==> src/inc/ov_resp_pkg.sv <==
// constants and carriers for the overvoltage fault response block
package ov_resp_pkg;
    localparam logic [7:0] OV_RESP_OFFSET   = 8'h41;
    localparam logic [7:0] OV_RESP_RESET    = 8'h80;
    localparam int         RESP_MSB         = 7;
    localparam int         RESP_LSB         = 6;
    localparam int         RETRY_MSB        = 5;
    localparam int         RETRY_LSB        = 3;
    localparam int         DELAY_MSB        = 2;
    localparam int         DELAY_LSB        = 0;
    localparam logic [1:0] RESP_IGNORE      = 2'h0;
    localparam logic [1:0] RESP_DELAY       = 2'h1;
    localparam logic [1:0] RESP_SHUTDOWN    = 2'h2;
    localparam logic [1:0] RESP_WHILE_FAULT = 2'h3;
    localparam logic [2:0] RETRY_NONE       = 3'h0;
    localparam logic [2:0] RETRY_MAX_COUNT  = 3'h4;
    localparam logic [2:0] RETRY_FOREVER    = 3'h7;
    // time unit from the separate unit register, here in nanoseconds
    localparam int         UNIT_TIME_NS     = 1000;
    localparam int         CLK_PERIOD_NS    = 4;
    localparam int         UNIT_CYCLES      =
        (UNIT_TIME_NS + CLK_PERIOD_NS - 1) / CLK_PERIOD_NS;
    localparam int         UNIT_CNT_W       = 16;
    localparam int         DELAY_CNT_W      = 8;

    typedef struct packed {
        logic       wr_en;
        logic [7:0] addr;
        logic [7:0] wdata;
    } reg_wr_s;

    typedef struct packed {
        logic [1:0] resp;
        logic [2:0] retries;
        logic [2:0] delay;
    } ov_cfg_s;

    // delay code to number of time units: 1 << code
    function automatic logic [DELAY_CNT_W-1:0] delay_units(
        input logic [2:0] code);
        delay_units = DELAY_CNT_W'(1) << code;
    endfunction : delay_units
endpackage : ov_resp_pkg

==> src/logic/ov_fault_response.sv <==
// overvoltage fault response sequencer with its response register
`timescale 1ns/100ps
module ov_fault_response
    import ov_resp_pkg::*;
#(
    parameter int UNIT_CYC = UNIT_CYCLES
) (
    input  wire logic              clk_i,
    input  wire logic              rst_n_i,
    input  ov_resp_pkg::reg_wr_s   reg_wr_i,
    input  wire logic [7:0]        reg_addr_i,
    output logic [7:0]             reg_rdata_o,
    input  wire logic              ov_fault_i,
    input  wire logic              run_cmd_i,
    input  wire logic              other_shutdown_i,
    input  wire logic              fault_clear_i,
    output logic                   output_en_o,
    output logic                   latched_off_o,
    output logic [2:0]             attempts_o
);
    import ov_resp_pkg::*;

    typedef enum logic [2:0] {
        ST_OFF, ST_RUN, ST_DELAY, ST_WAIT, ST_RESTART, ST_HOLD, ST_LATCHED
    } state_e;

    state_e                 state_r;
    state_e                 state_nxt;
    logic [7:0]             resp_reg_r;
    ov_cfg_s                cfg;
    logic [DELAY_CNT_W-1:0] units_r;
    logic [2:0]             tries_r;
    logic                   tick;
    logic                   start_delay;
    logic                   delay_done;
    logic                   stop_all;
    // restart gap counter, wide enough for 128 units of a full divider
    localparam int          GAP_W = UNIT_CNT_W + DELAY_CNT_W;
    logic [GAP_W-1:0]       since_r;

    // field split of the response register
    assign cfg.resp    = resp_reg_r[RESP_MSB:RESP_LSB];
    assign cfg.retries = resp_reg_r[RETRY_MSB:RETRY_LSB];
    assign cfg.delay   = resp_reg_r[DELAY_MSB:DELAY_LSB];

    // register write at its documented address only
    always_ff @(posedge clk_i or negedge rst_n_i) begin
        if (!rst_n_i) begin
            resp_reg_r <= OV_RESP_RESET;
        end else if (reg_wr_i.wr_en && reg_wr_i.addr == OV_RESP_OFFSET) begin
            resp_reg_r <= reg_wr_i.wdata;
        end
    end

    // read data registered; other addresses read zero
    always_ff @(posedge clk_i or negedge rst_n_i) begin
        if (!rst_n_i) begin
            reg_rdata_o <= 8'h00;
        end else begin
            reg_rdata_o <= (reg_addr_i == OV_RESP_OFFSET) ? resp_reg_r : 8'h00;
        end
    end

    ov_unit_tick #(
        .UNIT_CYC (UNIT_CYC)
    ) u_tick (
        .clk_i     (clk_i),
        .rst_n_i   (rst_n_i),
        .restart_i (start_delay),
        .tick_o    (tick)
    );

    // stopping causes end any sequence except a latch-off, including endless retries
    assign stop_all = !run_cmd_i || other_shutdown_i;

    // a delay window begins on entry to a timed state or a restart; in the
    // shutdown response the wait after a failed attempt keeps the timer that the attempt
    // started, so its attempts start one full delay apart (needs UNIT_CYC of 3 or more)
    assign start_delay = state_nxt != state_r
        && (state_nxt == ST_DELAY || state_nxt == ST_RESTART
            || (state_nxt == ST_WAIT
                && !(state_r == ST_RUN && tries_r != 3'h0)));

    // delay ends after 2**code units
    assign delay_done = tick
        && (units_r == delay_units(cfg.delay) - DELAY_CNT_W'(1));

    // units counted on every tick, cleared when a delay window starts
    always_ff @(posedge clk_i or negedge rst_n_i) begin
        if (!rst_n_i) begin
            units_r <= '0;
        end else if (start_delay) begin
            units_r <= '0;
        end else if (tick) begin
            units_r <= units_r + DELAY_CNT_W'(1);
        end
    end

    // what to do once a fault calls for the retry policy
    function automatic state_e retry_step(input logic [2:0] limit,
                                          input logic [2:0] done);
        if (limit == RETRY_NONE) begin
            retry_step = ST_LATCHED;
        end else if (limit == RETRY_FOREVER) begin
            retry_step = ST_WAIT;
        end else if (done >= limit || limit > RETRY_MAX_COUNT) begin
            retry_step = ST_LATCHED;
        end else begin
            retry_step = ST_WAIT;
        end
    endfunction : retry_step

    // next state
    always_comb begin
        state_nxt = state_r;
        unique case (state_r)
            ST_OFF: begin
                if (!stop_all) begin
                    state_nxt = ST_RUN;
                end
            end
            ST_RUN: begin
                if (ov_fault_i) begin
                    unique case (cfg.resp)
                        RESP_IGNORE:      state_nxt = ST_RUN;
                        RESP_DELAY:       state_nxt = ST_DELAY;
                        RESP_SHUTDOWN:
                            state_nxt = retry_step(cfg.retries, tries_r);
                        RESP_WHILE_FAULT: state_nxt = ST_HOLD;
                    endcase
                end
            end
            ST_DELAY: begin
                if (!ov_fault_i) begin
                    state_nxt = ST_RUN;
                end else if (delay_done) begin
                    state_nxt = retry_step(cfg.retries, tries_r);
                end
            end
            ST_WAIT: begin
                if (delay_done) begin
                    state_nxt = ST_RESTART;
                end
            end
            ST_RESTART: begin
                // attempt restarts the output; a persisting fault retries until the retry limit is used up, then latches
                state_nxt = ST_RUN;
            end
            ST_HOLD: begin
                if (!ov_fault_i) begin
                    state_nxt = ST_RUN;
                end
            end
            ST_LATCHED: begin
                if (fault_clear_i) begin
                    state_nxt = ST_OFF;
                end
            end
        endcase
        if (stop_all && state_r != ST_LATCHED) begin
            state_nxt = ST_OFF;
        end
    end

    always_ff @(posedge clk_i or negedge rst_n_i) begin
        if (!rst_n_i) begin
            state_r <= ST_OFF;
        end else begin
            state_r <= state_nxt;
        end
    end

    // attempt counter; a fault-free run cycle resets it
    always_ff @(posedge clk_i or negedge rst_n_i) begin
        if (!rst_n_i) begin
            tries_r <= '0;
        end else if (state_r == ST_OFF || state_r == ST_LATCHED) begin
            tries_r <= '0;
        end else if (state_r == ST_RESTART && tries_r != 3'h7) begin
            tries_r <= tries_r + 3'h1;
        end else if (state_r == ST_RUN && !ov_fault_i) begin
            tries_r <= '0;
        end
    end

    // output enable registered; off in every disabling state
    always_ff @(posedge clk_i or negedge rst_n_i) begin
        if (!rst_n_i) begin
            output_en_o <= 1'b0;
        end else begin
            output_en_o <= (state_nxt == ST_RUN || state_nxt == ST_DELAY
                            || state_nxt == ST_RESTART);
        end
    end

    // cycles since the last restart began, for the spacing check
    always_ff @(posedge clk_i or negedge rst_n_i) begin
        if (!rst_n_i) begin
            since_r <= '0;
        end else if (state_r == ST_RESTART) begin
            since_r <= GAP_W'(1);
        end else begin
            since_r <= since_r + GAP_W'(1);
        end
    end

    assign latched_off_o = (state_r == ST_LATCHED);
    assign attempts_o    = tries_r;

    a_ignore_keeps_on: assert property (
        @(posedge clk_i) disable iff (!rst_n_i)
        (state_r == ST_RUN && cfg.resp == RESP_IGNORE && !stop_all)
        |=> output_en_o) else $error("ignore mode dropped output");
    a_delay_keeps_on: assert property (
        @(posedge clk_i) disable iff (!rst_n_i)
        (state_r == ST_DELAY && state_nxt == ST_DELAY)
        |=> output_en_o) else $error("output off during delay");
    a_shutdown_now: assert property (
        @(posedge clk_i) disable iff (!rst_n_i)
        (state_r == ST_RUN && ov_fault_i && cfg.resp == RESP_SHUTDOWN)
        |=> !output_en_o) else $error("shutdown not immediate");
    a_hold_while_fault: assert property (
        @(posedge clk_i) disable iff (!rst_n_i)
        (state_r == ST_HOLD && ov_fault_i) |=> !output_en_o)
        else $error("output on during fault hold");
    a_hold_resume: assert property (
        @(posedge clk_i) disable iff (!rst_n_i)
        (state_r == ST_HOLD && !ov_fault_i && !stop_all) |=> output_en_o)
        else $error("no resume after fault");
    a_no_retry_latch: assert property (
        @(posedge clk_i) disable iff (!rst_n_i)
        (state_r == ST_RUN && ov_fault_i && cfg.resp == RESP_SHUTDOWN
         && cfg.retries == RETRY_NONE && !stop_all)
        |=> latched_off_o) else $error("zero retries did not latch");
    a_latch_stays_off: assert property (
        @(posedge clk_i) disable iff (!rst_n_i)
        (latched_off_o && !fault_clear_i) |=> latched_off_o && !output_en_o)
        else $error("left latch without clear");
    // a failed attempt with endless retries must go back to waiting
    a_forever_no_latch: assert property (
        @(posedge clk_i) disable iff (!rst_n_i)
        (cfg.retries == RETRY_FOREVER && cfg.resp == RESP_SHUTDOWN
         && state_r == ST_RUN && ov_fault_i && !stop_all)
        |=> !latched_off_o && !output_en_o)
        else $error("endless retry latched");
    a_stop_turns_off: assert property (
        @(posedge clk_i) disable iff (!rst_n_i)
        stop_all |=> !output_en_o) else $error("stop left output on");
    // start to start of two attempts in one shutdown retry chain is one full delay
    a_retry_spacing: assert property (
        @(posedge clk_i) disable iff (!rst_n_i)
        (state_r == ST_RESTART && tries_r != 3'h0
         && cfg.resp == RESP_SHUTDOWN)
        |-> since_r == GAP_W'(UNIT_CYC * delay_units(cfg.delay)))
        else $error("restart spacing off");
endmodule : ov_fault_response

==> src/logic/ov_unit_tick.sv <==
// time-unit divider giving one-cycle enable pulses
`timescale 1ns/100ps
module ov_unit_tick
    import ov_resp_pkg::*;
#(
    parameter int UNIT_CYC = UNIT_CYCLES
) (
    input  wire logic clk_i,
    input  wire logic rst_n_i,
    input  wire logic restart_i,
    output logic      tick_o
);
    logic [UNIT_CNT_W-1:0] cnt_r;

    // restart aligns the first unit with the start of a delay
    always_ff @(posedge clk_i or negedge rst_n_i) begin
        if (!rst_n_i) begin
            cnt_r <= '0;
        end else if (restart_i || cnt_r == UNIT_CNT_W'(UNIT_CYC - 1)) begin
            cnt_r <= '0;
        end else begin
            cnt_r <= cnt_r + UNIT_CNT_W'(1);
        end
    end

    // not gated by restart: the sequencer's restart decision reads this tick,
    // so gating it would close a combinational loop through the restart
    assign tick_o = (cnt_r == UNIT_CNT_W'(UNIT_CYC - 1));
endmodule : ov_unit_tick

==> config.mk <==
export PLATFORM = sky130hd
export DESIGN_NAME = ov_fault_response
export DESIGN_NICKNAME = d
export VERILOG_FILES = /design/src/inc/ov_resp_pkg.sv /design/src/logic/ov_fault_response.sv /design/src/logic/ov_unit_tick.sv
export SDC_FILE = /design/constraint.sdc
export NUM_CORES = 1
export LEC_CHECK = 0
export ABC_AREA = 1
export BUFFER_PORTS_ARGS = -buffer_cell sky130_fd_sc_hd__buf_2
export CORE_MARGIN = 3
export CORE_UTILIZATION = 48
export DETAILED_ROUTE_END_ITERATION = 10
export PLACE_DENSITY = 0.77
export SLEW_MARGIN = 40
export SYNTH_ARGS = -nofsm -noshare
export SYNTH_HDL_FRONTEND = slang
export SYNTH_HIERARCHICAL = 1
export SYNTH_SLANG_ARGS = --single-unit
export TNS_END_PERCENT = 50
==> constraint.sdc <==
create_clock -name clk_i -period 3.28 [get_ports clk_i]
set_input_delay 0.492 -clock clk_i [delete_from_list [all_inputs] [get_ports clk_i]]
set_output_delay 0.492 -clock clk_i [all_outputs]
set_load 0.05 [all_outputs]
; Word-level counts from Yosys, hierarchy flattened
; Index checks and enable logic that the tools add are counted.
[word_totals]
n_memories = 0
ramBits = 0
register_bits = 47
latchBits = 0
mem_bits_ro = 0
[op_classes]
div = 0
n_eq_ne = 21
order_cmp = 2
shift = 1
n_reduce_logical = 25
multipliers = 0
add_sub_neg = 4
mux = 20
n_bitwise = 0
[ops]
columns = op, count
row1 = two-way mux 3 bit, 14
row2 = two-way mux 8 bit, 3
row3 = one-hot mux 3 bit (7 select lines), 1
row4 = adder 16 x 1 -> 16 bit (second input constant), 1
row5 = equality test 16 x 8 -> 1 bit (second input constant), 1
row6 = equality test 8 x 7 -> 1 bit (second input constant), 2
row7 = two-way mux 16 bit, 1
row8 = equality test 3 bit (second input constant), 5
row9 = equality test 3 x 2 -> 1 bit (second input constant), 4
row10 = one-hot mux 3 bit (4 select lines), 1
row11 = adder 8 x 1 -> 8 bit (second input constant), 1
row12 = equality test 8 bit, 1
row13 = logical AND 1 bit, 8
row14 = logical OR 1 bit, 8
row15 = left shift 1 x 3 -> 8 bit (first input constant), 1
row16 = subtractor 8 x 1 -> 8 bit (second input constant), 1
row17 = equality test 3 x 1 -> 1 bit (second input constant), 2
row18 = zero test 3 bit, 2
row19 = inequality test 3 bit (second input constant), 2
row20 = nonzero test 3 bit, 2
row21 = equality test 2 bit (second input constant), 2
row22 = adder 3 x 1 -> 3 bit (second input constant), 1
row23 = greater-or-equal comparator 3 bit, 1
row24 = > comparator 3 bit (second input constant), 1
row25 = other kinds (5), 7

; Longest topological paths before layout
; Gate-level depths: netlist of the first run.
[depth]
depth_word = 15
depth_mapped = 28
mapped_depth_nobuf = 27

; Hierarchy
; The synthesis of the first run kept the hierarchy.
[by_module_without_submodules]
columns = mod, n_inst, cells_per_inst, area_per_inst_um2
row1 = ov_fault_response, 1, 273, 2015.7
row2 = ov_unit_tick, 1, 119, 899.6

; Worst setup path after synthesis of the first run
; No wires, ideal clock.
[synth_path]
path_kind = reg-to-reg
start = register tries_r[0] (netlist: attempts_o[0])
end = register u_tick.cnt_r[0]
t_arrival_ps = 2646
stages_incl_launch_ff = 22
n_path_buf = 1
setup_slack_ps = 513
cell_sequence = dfrtp_1 inv_1 ha_1 inv_1 nand2_1 nand2_1 nand3_1 a21oi_1 nand3_1 nand2_1 nand2_1 nand2_1 nand2_2 nand2_4 inv_2 nor2_2 nor2_4 nor2_8 inv_1 nand2_4 buf_8 nor2_1
[synth_between]
elab_chain_cells = 15
elab_cells_between_ends = 24
classes_between = order compare: 1 / eq/ne: 4 / mux: 10 / reduce/logical: 9
[synth_lines]
columns = element, line_no
row1 = from (decl), ov_fault_response.sv:32  ; logic [2:0] tries_r;
row2 = from (signal assigned), ov_fault_response.sv:180  ; tries_r <= tries_r + 3'h1;
row3 = greater-or-equal comparator 3 bit (*), ov_fault_response.sv:106  ; end else if (done >= limit || limit > RETRY_MAX_COUNT) begin
row4 = logical OR 1 bit (*), ov_fault_response.sv:106
row5 = two-way mux 3 bit (*), ov_fault_response.sv:106
row6 = two-way mux 3 bit (*), ov_fault_response.sv:104  ; end else if (limit == RETRY_FOREVER) begin
row7 = two-way mux 3 bit (*), ov_fault_response.sv:102  ; if (limit == RETRY_NONE) begin
row8 = one-hot mux 3 bit (4 select lines) / two-way mux 3 bit (equally long branches), "ov_fault_response.sv:124, ov_fault_response.sv:136"
row9 = "two-way mux 3 bit, on equally long branches", "ov_fault_response.sv:123, ov_fault_response.sv:134"
row10 = one-hot mux 3 bit (7 select lines) (*), ov_fault_response.sv:116  ; unique case (state_r)
row11 = two-way mux 3 bit (*), ov_fault_response.sv:160  ; if (stop_all && state_r != ST_LATCHED) begin
row12 = net state_nxt[2], ov_fault_response.sv:28  ; state_e state_nxt;
row13 = equality test 3 x 2 -> 1 bit (tied with other cells), ov_fault_response.sv:80  ; && (state_nxt == ST_DELAY || state_nxt == ST_RESTART
row14 = logical OR 1 bit / logical AND 1 bit (equally long branches), "ov_fault_response.sv:80, ov_fault_response.sv:82"
row15 = logical OR 1 bit, ov_fault_response.sv:81  ; || (state_nxt == ST_WAIT
row16 = logical AND 1 bit (*), ov_fault_response.sv:80
row17 = net start_delay, ov_fault_response.sv:34  ; logic start_delay;
row18 = logical OR 1 bit (*), ov_unit_tick.sv:19  ; end else if (restart_i || cnt_r == UNIT_CNT_W'(UNIT_CYC - 1)) begin
row19 = two-way mux 16 bit (*), ov_unit_tick.sv:19
row20 = to (signal assigned), ov_unit_tick.sv:22  ; cnt_r <= cnt_r + UNIT_CNT_W'(1);
row21 = to (decl), ov_unit_tick.sv:13  ; logic [UNIT_CNT_W-1:0] cnt_r;
; The timed path passes the listed nets; every way through them passes the cells marked *.
; A chain may end at the register's enable or synchronous reset.

; Final worst setup path of the first run
[layout_path]
start = register u_tick.cnt_r[1]
end = register u_tick.cnt_r[14]
[layout_between]
elab_chain_cells = 12
elab_cells_between_ends = 18
classes_between = add/sub: 1 / eq/ne: 5 / mux: 6 / reduce/logical: 6
[layout_lines]
columns = element, line_no
row1 = equality test 16 x 8 -> 1 bit (*), ov_unit_tick.sv:28  ; assign tick_o = (cnt_r == UNIT_CNT_W'(UNIT_CYC - 1));
row2 = net tick, ov_fault_response.sv:33  ; logic tick;
row3 = logical AND 1 bit (*), ov_fault_response.sv:86  ; && (units_r == delay_units(cfg.delay) - DELAY_CNT_W'(1));
row4 = two-way mux 3 bit, ov_fault_response.sv:136  ; end else if (delay_done) begin
row5 = two-way mux 3 bit, ov_fault_response.sv:134  ; if (!ov_fault_i) begin
row6 = one-hot mux 3 bit (7 select lines) (*), ov_fault_response.sv:116
row7 = two-way mux 3 bit (*), ov_fault_response.sv:160
row8 = equality test 3 x 2 -> 1 bit (tied with other cells), ov_fault_response.sv:80
row9 = logical OR 1 bit / logical AND 1 bit (equally long branches), "ov_fault_response.sv:80, ov_fault_response.sv:82"
row10 = logical OR 1 bit, ov_fault_response.sv:81
row11 = logical AND 1 bit (*), ov_fault_response.sv:80
row12 = net start_delay, ov_fault_response.sv:34
row13 = logical OR 1 bit (*), ov_unit_tick.sv:19
row14 = two-way mux 16 bit (*), ov_unit_tick.sv:19
; Marks and branches as above.

==> reports/metrics.yaml, run 1 <==
status: "finished, final reports clean"
path_class: "reg2reg"
numCtsBuffers: 5
finalHoldWorstSlack_ns: 0.1814
wl_met1_um: 2721
vias_per_cell: 5.033
routabilityCongestion: 0.8926
timing.rr.start: "u_tick/cnt_r[1]"
top_layer: "met4"
antenna_found_initial: 0
powerDensity_nw_per_um2: 463.9
grt_pass1_wl_um: 10250
fmax_mhz: 342.2
first_pass_iters: 4
critPathMaxFanout: 9
finalCriticalPeriod_ns: 2.922
root_buffer: "clkbuf_8"
vias: 2577
initial_core_util_pct: 51.37
syn_nets: 435
placed_cells: 503
wl_met3_um: 289
synth-edff-count: 0
drc: 0
cp.required_ns: 3.51
routed_wl_um: 5985
rows: 27
grt_max_degree: 48
grt-ovfl-total: 0
final_cells: 512
fp.dieH_um: 83.93
grt_pass1_vias: 2394
end_kind: "flop"
cp_slowest_stage_delay_ns: 0.40
netlist_instances: 392
clock_latency_ns: 0.31
synthToLayoutAreaGrowth_pct: 13.35
synth.distinct_cells: 31
fin_util_pct: 58.22
finalSetupTns_ns: 0
power.leakage_nw: 1.801
clock_path_buffers: 2
met2_length_um: 2899
nets: 482
htreeDepth: 2
relSlewSlack_pct: 60.67
critPathSlowestCell: "dfrtp_1"
wire_per_inst_um: 11.69
cts_tree: "done"
dieArea_sq_um: 7044
fin_crit_sh_pct: 89.10
clk_pin_slew_ns: 0.09
netlist_area_sq_um: 2915
track_usage_pct: 17.60
first_iter_violations: 109
dp_hpwl_um: 4601
hold_viol_final: 0
worst_pin_slew_ns: 0.5881
finalSetupViolCount: 0
die_x_um: 83.93
antenna_left: 0
numPortBuffers: 43
start_kind: "flop"
drive_above_1_share_pct: 20.45
maxCapViolCount: 0
critPathArrivalTime_ns: 3.15
synthFlopType: "dfrtp_1"
synth_seq_cells: 47
avgSynthCellArea_sq_um: 7.437
skew_ns: 0.01717
core-area_sq_um: 5675
cpMostUsedCell: "nand2_1"
yosysSeqAreaShare_pct: 40.39
ys_async_sr_fraction_pct: 100.0
ir_drop_mv: 0.2664
startpoint: "u_tick/cnt_r[1]"
synth_warnings: 6
io_pins: 44
post-cts-setup-buffers: 0
num_antenna_cells: 0
drv_slew: 0
hold_class: "in2async"
clkSinkCount: 47
## layout make-up
| class | count | area (sq um) |
|---|---|---|
| multi-input cells | 288 | 1520 |
| repair buffers | 43 | 217.7 |
| well taps | 72 | 90.09 |
| clock buffers | 6 | 82.58 |
| flip-flops and latches | 47 | 1177 |
| inverters | 54 | 202.7 |
| clock inverters | 2 | 13.76 |
| fillers | 523 | 2371 |
## path summary, 6_finish.rpt
| check | depth (start not counted) | slack [ns] | end |
|---|---|---|---|
| worst min register to register | 3 | 0.53 | u_tick/cnt_r[15] |
| max in group asynchronous | 1 | 2.69 | reg_rdata_o[5] |
| worst max register to register | 26 | 0.36 | u_tick/cnt_r[14] |
| worst min-delay path | 1 | 0.18 | u_tick/cnt_r[3] |
| min in group clk_i | 3 | 0.43 | cfg[7] |
| worst max-delay path | 26 | 0.36 | u_tick/cnt_r[14] |
## synth_stat cells (all sizes together) (4+ instances only)
cell   count  area, sq um
a21oi     14        70.07
dfrtp     46         1151
ha        12        150.1
inv       54        202.7
nand2    108        452.9
nand3     24        125.1
nand4      9        56.30
nor2      82        386.6
nor4       4        25.02
o21ai      9        45.04
xnor2      5        43.79
xor2       7        61.31
## sequential cells by signal (all words and copies together), names as in the netlist
name          cells
state_r           3
reg_rdata_o       8
output_en_o       1
attempts_o        3
cfg               8
u_tick/cnt_r     16
units_r           8
## critical path: cells and delay by family (launching register included)
kind,cells,cell delay (ns)
and+or+nand+nor,18,1.67
AOI/OAI and AO/OA,1,0.15
DFF,1,0.40
adders and majority gates,1,0.13
buffers and inverters,6,0.47
## metal layers
| metal | global-route usage [%] | up-vias |
|---|---|---|
| met5 | 0 | - |
| met4 | 5.409 | 0 |
| met3 | 3.554 | 7 |
| met2 | 30.59 | 68 |
| met1 | 21.90 | 1186 |
| li1 | - | 1316 |
## power by group
part	leakage, nW	switching [W]	total (W)	internal (W)
registers	0.590	0.000101	0.000767	0.000666
logic	1.16	0.000228	0.000391	0.000164
clock network	0.0516	0.000202	0.000374	0.000173
## cell usage in the layout (no fill, tap or decap), types with 2 or more instances in the layout
cell and n:
a21oi_1 14, nand2_2 8, nor3_1 3, nor2_4 4, nand4_1 9, o21ai_0 9
nor2_2 13, xnor2_1 5, nand2_1 96, buf_2 42, o21bai_1 3, clkbuf_8 6
ha_1 12, nand2_4 5, xor2_1 7, dfrtp_1 46, nor4_1 4, inv_1 49
nor2_1 64, inv_2 5, nand3_1 23, a31oi_1 2
## stage by stage
step                instance area, sq um  power (W)  setup slack [ns]
finish                              3304   0.001533            0.3575
global route                        3304   0.001633         -0.005978
CTS                                 3291   0.001545            0.2840
detailed placement                  3194   0.001165            0.3033
global placement                    3192   0.001154            0.3740
floorplan                           2915   0.001058            0.5129
## what timing repair did
item | in CTS | in global routing
hold buffers | 0 | 0
setup endpoints to repair | 0 | 16
gates resized for setup | 0 | 4
endpoints found under the hold margin | 0 | 0
## logic make-up (layout without fill, tap and decap cells)
family,after synthesis,count (layout),synth area share [%]
AOI/OAI and AO/OA,31,31,6.052
adders and majority gates,12,12,5.150
and+or+nand+nor,232,233,36.87
buffers and inverters,58,105,7.940
xor gates and xnor gates,12,12,3.605
DFF,47,47,40.39
Note: power is estimated with default switching activity, not from simulation.
==> run 2, diff against run 1 <==
--- a/config.mk
+++ b/config.mk
@@ -8,9 +8,9 @@
 export ABC_AREA = 1
 export BUFFER_PORTS_ARGS = -buffer_cell sky130_fd_sc_hd__buf_2
 export CORE_MARGIN = 3
-export CORE_UTILIZATION = 48
+export CORE_UTILIZATION = 61
 export DETAILED_ROUTE_END_ITERATION = 10
-export PLACE_DENSITY = 0.77
+export PLACE_DENSITY = 0.93
 export SLEW_MARGIN = 40
 export SYNTH_ARGS = -nofsm -noshare
 export SYNTH_HDL_FRONTEND = slang
==> constraint.sdc (replaced) <==
create_clock -name clk_i -period 3.7 [get_ports clk_i]
set_input_delay 0.555 -clock clk_i [delete_from_list [all_inputs] [get_ports clk_i]]
set_output_delay 0.555 -clock clk_i [all_outputs]
set_load 0.05 [all_outputs]
==> reports/metrics.yaml, run 2 (same netlist as run 1, synthesis figures left out) <==
status: "finished, final reports clean"
rows: 24
routed_wl_um: 6062
grt_pass1_vias: 2572
skew_ns: 0.01415
synthToLayoutAreaGrowth_pct: 12.02
clock_latency_ns: 0.31
largest_reg_flops: 16
powerDensity_nw_per_um2: 418.4
start_kind: "flop"
finalSetupTns_ns: 0
first_pass_iters: 4
grt_pass1_wl_um: 10470
clk_pin_slew_ns: 0.10
antenna_left: 0
numPortBuffers: 43
power.leakage_nw: 1.789
cp_slowest_stage_delay_ns: 0.41
placed_area_sq_um: 3169
dp_hpwl_um: 4661
layout_common_cells: "97 x nand2_1, 64 x nor2_1, 51 x inv_1, 46 x dfrtp_1, 42 x buf_2"
core-area_sq_um: 4474
finalCriticalPeriod_ns: 3.070
post-cts-setup-buffers: 0
routabilityCongestion: 0.9477
relSlewSlack_pct: 56.88
fin_crit_sh_pct: 82.98
drv_slew: 0
worst_pin_slew_ns: 0.6408
root_buffer: "clkbuf_8"
critPathArrivalTime_ns: 3.26
fp.dieH_um: 75.13
hold_viol_final: 0
initial_core_util_pct: 65.16
first_iter_violations: 78
end_kind: "flop"
drc: 0
cp.required_ns: 3.89
rsz0062_at_grt: "no"
num_antenna_cells: 0
io_pins: 44
largest-register: "u_tick/cnt_r"
clock_path_buffers: 2
antenna_found_initial: 0
vias_per_cell: 5.303
fin_util_pct: 72.99
critPathSlowestCell: "dfrtp_1"
nets: 481
cpMostUsedCell: "nand2_1"
cts.hold.buffers_added: 0
vias: 2604
ir_drop_mv: 0.3426
reg2reg_slack_ns: 0.63
fmax_mhz: 325.7
numCtsBuffers: 5
path_class: "reg2reg"
cts_tree: "done"
die_x_um: 75.13
drive_above_1_share_pct: 19.59
track_usage_pct: 23.79
cts-resized-gates: 0
finalSetupViolCount: 0
grt-ovfl-total: 0
htreeDepth: 2
hold_class: "in2async"
grt_max_degree: 48
maxCapViolCount: 0
critPathMaxFanout: 16
clkSinkCount: 47
final_common_cell: "nand2_1"
dieArea_sq_um: 5645
final_area_sq_um: 3266
wire_per_inst_um: 12.35
run 2: cell count changes in the layout (fill, tap and decap cells not counted):
cell	before	now
inv_1	49	51
inv_2	5	3
clkbuf_8	6	5
clkinv_2	1	0
clkinvlp_4	0	1
inv_8	0	1
nand2_1	96	97
nand2_2	8	7
nand2_4	5	4
run 2: cell type report:
class	instances	area, sq um
Tap cell	52	65.06
Inverter	54	202.7
Clock buffer	5	68.82
Clock inverter	3	27.53
Fill cell	326	1209
Sequential cell	47	1177
Timing Repair Buffer	43	217.7
Multi-Input combinational cell	287	1506
run 2: final timing paths:
path	from	endpoint	depth (start not counted)
min in group clk_i	reg_wr_i[6]	cfg[6]	3
worst max-delay path	u_tick/cnt_r[1]	u_tick/cnt_r[8]	27
max in group asynchronous	rst_n_i	state_r[1]	1
worst min register to register	u_tick/cnt_r[15]	u_tick/cnt_r[15]	3
worst min-delay path	rst_n_i	u_tick/cnt_r[2]	1
worst max register to register	u_tick/cnt_r[1]	u_tick/cnt_r[8]	27
run 2: per-layer routing:
layer / vias up / GRT usage (%) / part of all wire (%)
met5: - / 0 / 0
met4: 0 / 6.796 / 1.3
met3: 10 / 4.940 / 5.4
met2: 83 / 44.58 / 51
met1: 1198 / 27.12 / 42
li1: 1313 / - / -
run 2: stage by stage:
stage | setup slack (ns) | cells | hold slack, ns | total power (W)
after floorplan | 0.9329 | 392 | 0.2594 | 0.0009376
after global placement | 0.8355 | 483 | 0.5028 | 0.001017
after detailed placement | 0.6822 | 483 | 0.5037 | 0.001036
after CTS | 0.6257 | 491 | 0.2510 | 0.001373
after global routing | 0.2671 | 491 | 0.2719 | 0.001455
final | 0.6296 | 491 | 0.2247 | 0.001366
run 2: power breakdown:
group	total (W)	leakage (nW)	switching (W)	internal, W
combinational	0.000351	1.15	0.000205	0.000146
sequential	0.000680	0.590	0.0000902	0.000590
clock	0.000335	0.0467	0.000195	0.000140
run 2: critical path: cells and delay by family, from the launching register on:
kind / cells / cell delay (ns)
DFF: 1 / 0.41
adders and majority gates: 1 / 0.14
and+or+nand+nor: 20 / 1.91
buffers and inverters: 6 / 0.46
==> run 3, diff against run 2 <==
--- a/config.mk
+++ b/config.mk
@@ -8,9 +8,9 @@
 export ABC_AREA = 1
 export BUFFER_PORTS_ARGS = -buffer_cell sky130_fd_sc_hd__buf_2
 export CORE_MARGIN = 3
-export CORE_UTILIZATION = 61
+export CORE_UTILIZATION = 52
 export DETAILED_ROUTE_END_ITERATION = 10
-export PLACE_DENSITY = 0.93
+export PLACE_DENSITY = 0.85
 export SLEW_MARGIN = 40
 export SYNTH_ARGS = -nofsm -noshare
 export SYNTH_HDL_FRONTEND = slang
==> constraint.sdc (replaced) <==
create_clock -name clk_i -period 2.7 [get_ports clk_i]
set_input_delay 0.405 -clock clk_i [delete_from_list [all_inputs] [get_ports clk_i]]
set_output_delay 0.405 -clock clk_i [all_outputs]
set_load 0.05 [all_outputs]
==> reports/metrics.yaml, run 3 (same netlist as run 1, synthesis figures left out) <==
critPathArrivalTime_ns: 2.87
maxCapViolCount: 0
io_pins: 44
cp_slowest_stage_delay_ns: 0.40
cts_tree: "done"
relSlewSlack_pct: 60.92
initial_core_util_pct: 55.32
antenna_found_initial: 0
finalHoldWorstSlack_ns: 0.09615
multiInputGateArea_sq_um: 1605
hold_viol_final: 0
largest-register: "u_tick/cnt_r"
crit_buf_inv: 7
n_fill_cell: 438
rows: 26
core-area_sq_um: 5270
path_class: "reg2reg"
start_kind: "flop"
reg2reg_slack_ns: 0.07
htreeDepth: 2
grt_pass1_vias: 2602
dieArea_sq_um: 6541
largest_reg_flops: 16
drc: 0
dp_hpwl_um: 4942
seqCellArea_sq_um: 1179
hold_class: "in2async"
die_x_um: 80.88
placed_area_sq_um: 3266
critPathTopFamily: "simple AND/OR/NAND/NOR gates"
clk_pin_slew_ns: 0.10
grt_pass1_wl_um: 11120
ir_drop_mv: 0.3630
final_area_sq_um: 3517
routabilityCongestion: 0.9282
end_kind: "flop"
startpoint: "u_tick/cnt_r[1]"
critPathMaxFanout: 8
finalSetupViolCount: 0
clock_path_buffers: 2
power_w: 0.002037
cp.required_ns: 2.94
fin_crit_sh_pct: 97.39
num_antenna_cells: 0
drive_above_1_share_pct: 27.09
antenna_left: 0
grt_max_degree: 27
power.leakage_nw: 1.878
cts.hold.buffers_added: 0
timing.rr.start: "u_tick/cnt_r[1]"
rsz0062_at_grt: "yes"
drv_slew: 0
layout_common_cells: "94 x nand2_1, 54 x nor2_1, 46 x inv_1, 45 x dfrtp_1, 43 x buf_2"
cp-endpoint: "u_tick/cnt_r[13]"
rr_worst_depth: 26
clock_latency_ns: 0.30
worst_pin_slew_ns: 0.5862
cpMostUsedCell: "nand2_2"
finalCriticalPeriod_ns: 2.630
wire_per_inst_um: 12.65
worstReg2RegEnd: "u_tick/cnt_r[13]"
root_buffer: "clkbuf_8"
critPathSlowestCell: "dfrtp_1"
routed_wl_um: 6629
nets: 496
grt-ovfl-total: 0
clkSinkCount: 47
track_usage_pct: 21.72
vias: 2701
fp.dieH_um: 80.88
status: "finished, final reports clean"
final_common_cell: "nand2_1"
numPortBuffers: 43
vias_per_cell: 5.155
powerDensity_nw_per_um2: 579.2
synthToLayoutAreaGrowth_pct: 20.64
fin_util_pct: 66.74
numCtsBuffers: 5
skew_ns: 0.008909
first_pass_iters: 4
fmax_mhz: 380.3
first_iter_violations: 140
crit_cells: 26
-- run 3: cell types whose count changed in the layout (fill, tap and decap cells not counted), sizes merged --
cell,change
buf,+14
clkinv,+2
inv,-2
bufinv,+1
clkinvlp,-1
nand2,+1
-- run 3: worst min-delay path by stage --
stage / to / slack [ns] / start / cells after the start
6_report: reg_rdata_o[2] / 0.1 / rst_n_i / 1
5_1_grt: reg_rdata_o[2] / 0.12 / rst_n_i / 1
4_1_cts: reg_rdata_o[2] / 0.11 / rst_n_i / 1
3_5_place_dp: units_r[2] / 0.44 / rst_n_i / 1
3_3_place_gp: units_r[2] / 0.43 / rst_n_i / 1
2_1_floorplan: attempts_o[0] / 0.11 / rst_n_i / 0
-- run 3: per-stage QoR --
| stage | setup slack, ns | TNS [ns] | instances |
|---|---|---|---|
| after CTS | 0.02376 | 0 | 522 |
| after detailed placement | -0.008481 | -0.008481 | 511 |
| after floorplan | 0.01251 | 0 | 392 |
| after global placement | 0.07513 | 0 | 511 |
| after global routing | -0.1480 | -2.753 | 524 |
| final | 0.07050 | 0 | 524 |
-- run 3: routing by layer --
metal | vias up | part of all wire (%) | GRT usage (%)
li1 | 1354 | - | -
met1 | 1245 | 41 | 25.19
met2 | 90 | 51 | 38.59
met3 | 12 | 5.9 | 4.656
met4 | 0 | 1.9 | 9.122
met5 | - | 0 | 0
-- run 3: worst register-to-register path, cell delays in order, from the launching register on --
cell,delay [ns]
dfrtp_1,0.40
inv_2,0.08
ha_4,0.12
nand2_2,0.05
inv_2,0.06
nand2_2,0.06
nor2_4,0.09
nand2_2,0.07
inv_2,0.07
inv_2,0.03
nor2_1,0.08
nand3_1,0.09
inv_1,0.06
nand2_1,0.05
nor2_2,0.09
nand3_2,0.10
nand2_2,0.09
nand4_1,0.13
nand2_2,0.12
inv_1,0.07
nand2_1,0.11
nor2_4,0.04
nor2_4,0.13
nor2_8,0.06
inv_4,0.09
nand2_4,0.10
nor2_1,0.12
-- run 3: final cells by class --
cell class / count / area share, %
well taps: 70 / 2.490
inverters: 54 / 5.834
clock buffers: 5 / 1.957
flip-flops and latches: 47 / 33.51
multi-input cells: 288 / 45.64
repair buffers: 57 / 9.321
clock inverters: 3 / 1.245
-- run 3: power breakdown --
group | switching, W | internal, W | total [W]
Sequential | 0.000120 | 0.000809 | 0.000930
Combinational | 0.000328 | 0.000251 | 0.000579
Clock | 0.000252 | 0.000276 | 0.000529
Total | 0.000701 | 0.00134 | 0.00204
-- run 3: timing repair --
action / in CTS / in global routing
buffers inserted: 2 / 2
pin swaps: 3 / 5
endpoints found under the setup margin: 12 / 24
cloned: 1 / 0
resized for setup: 3 / 29
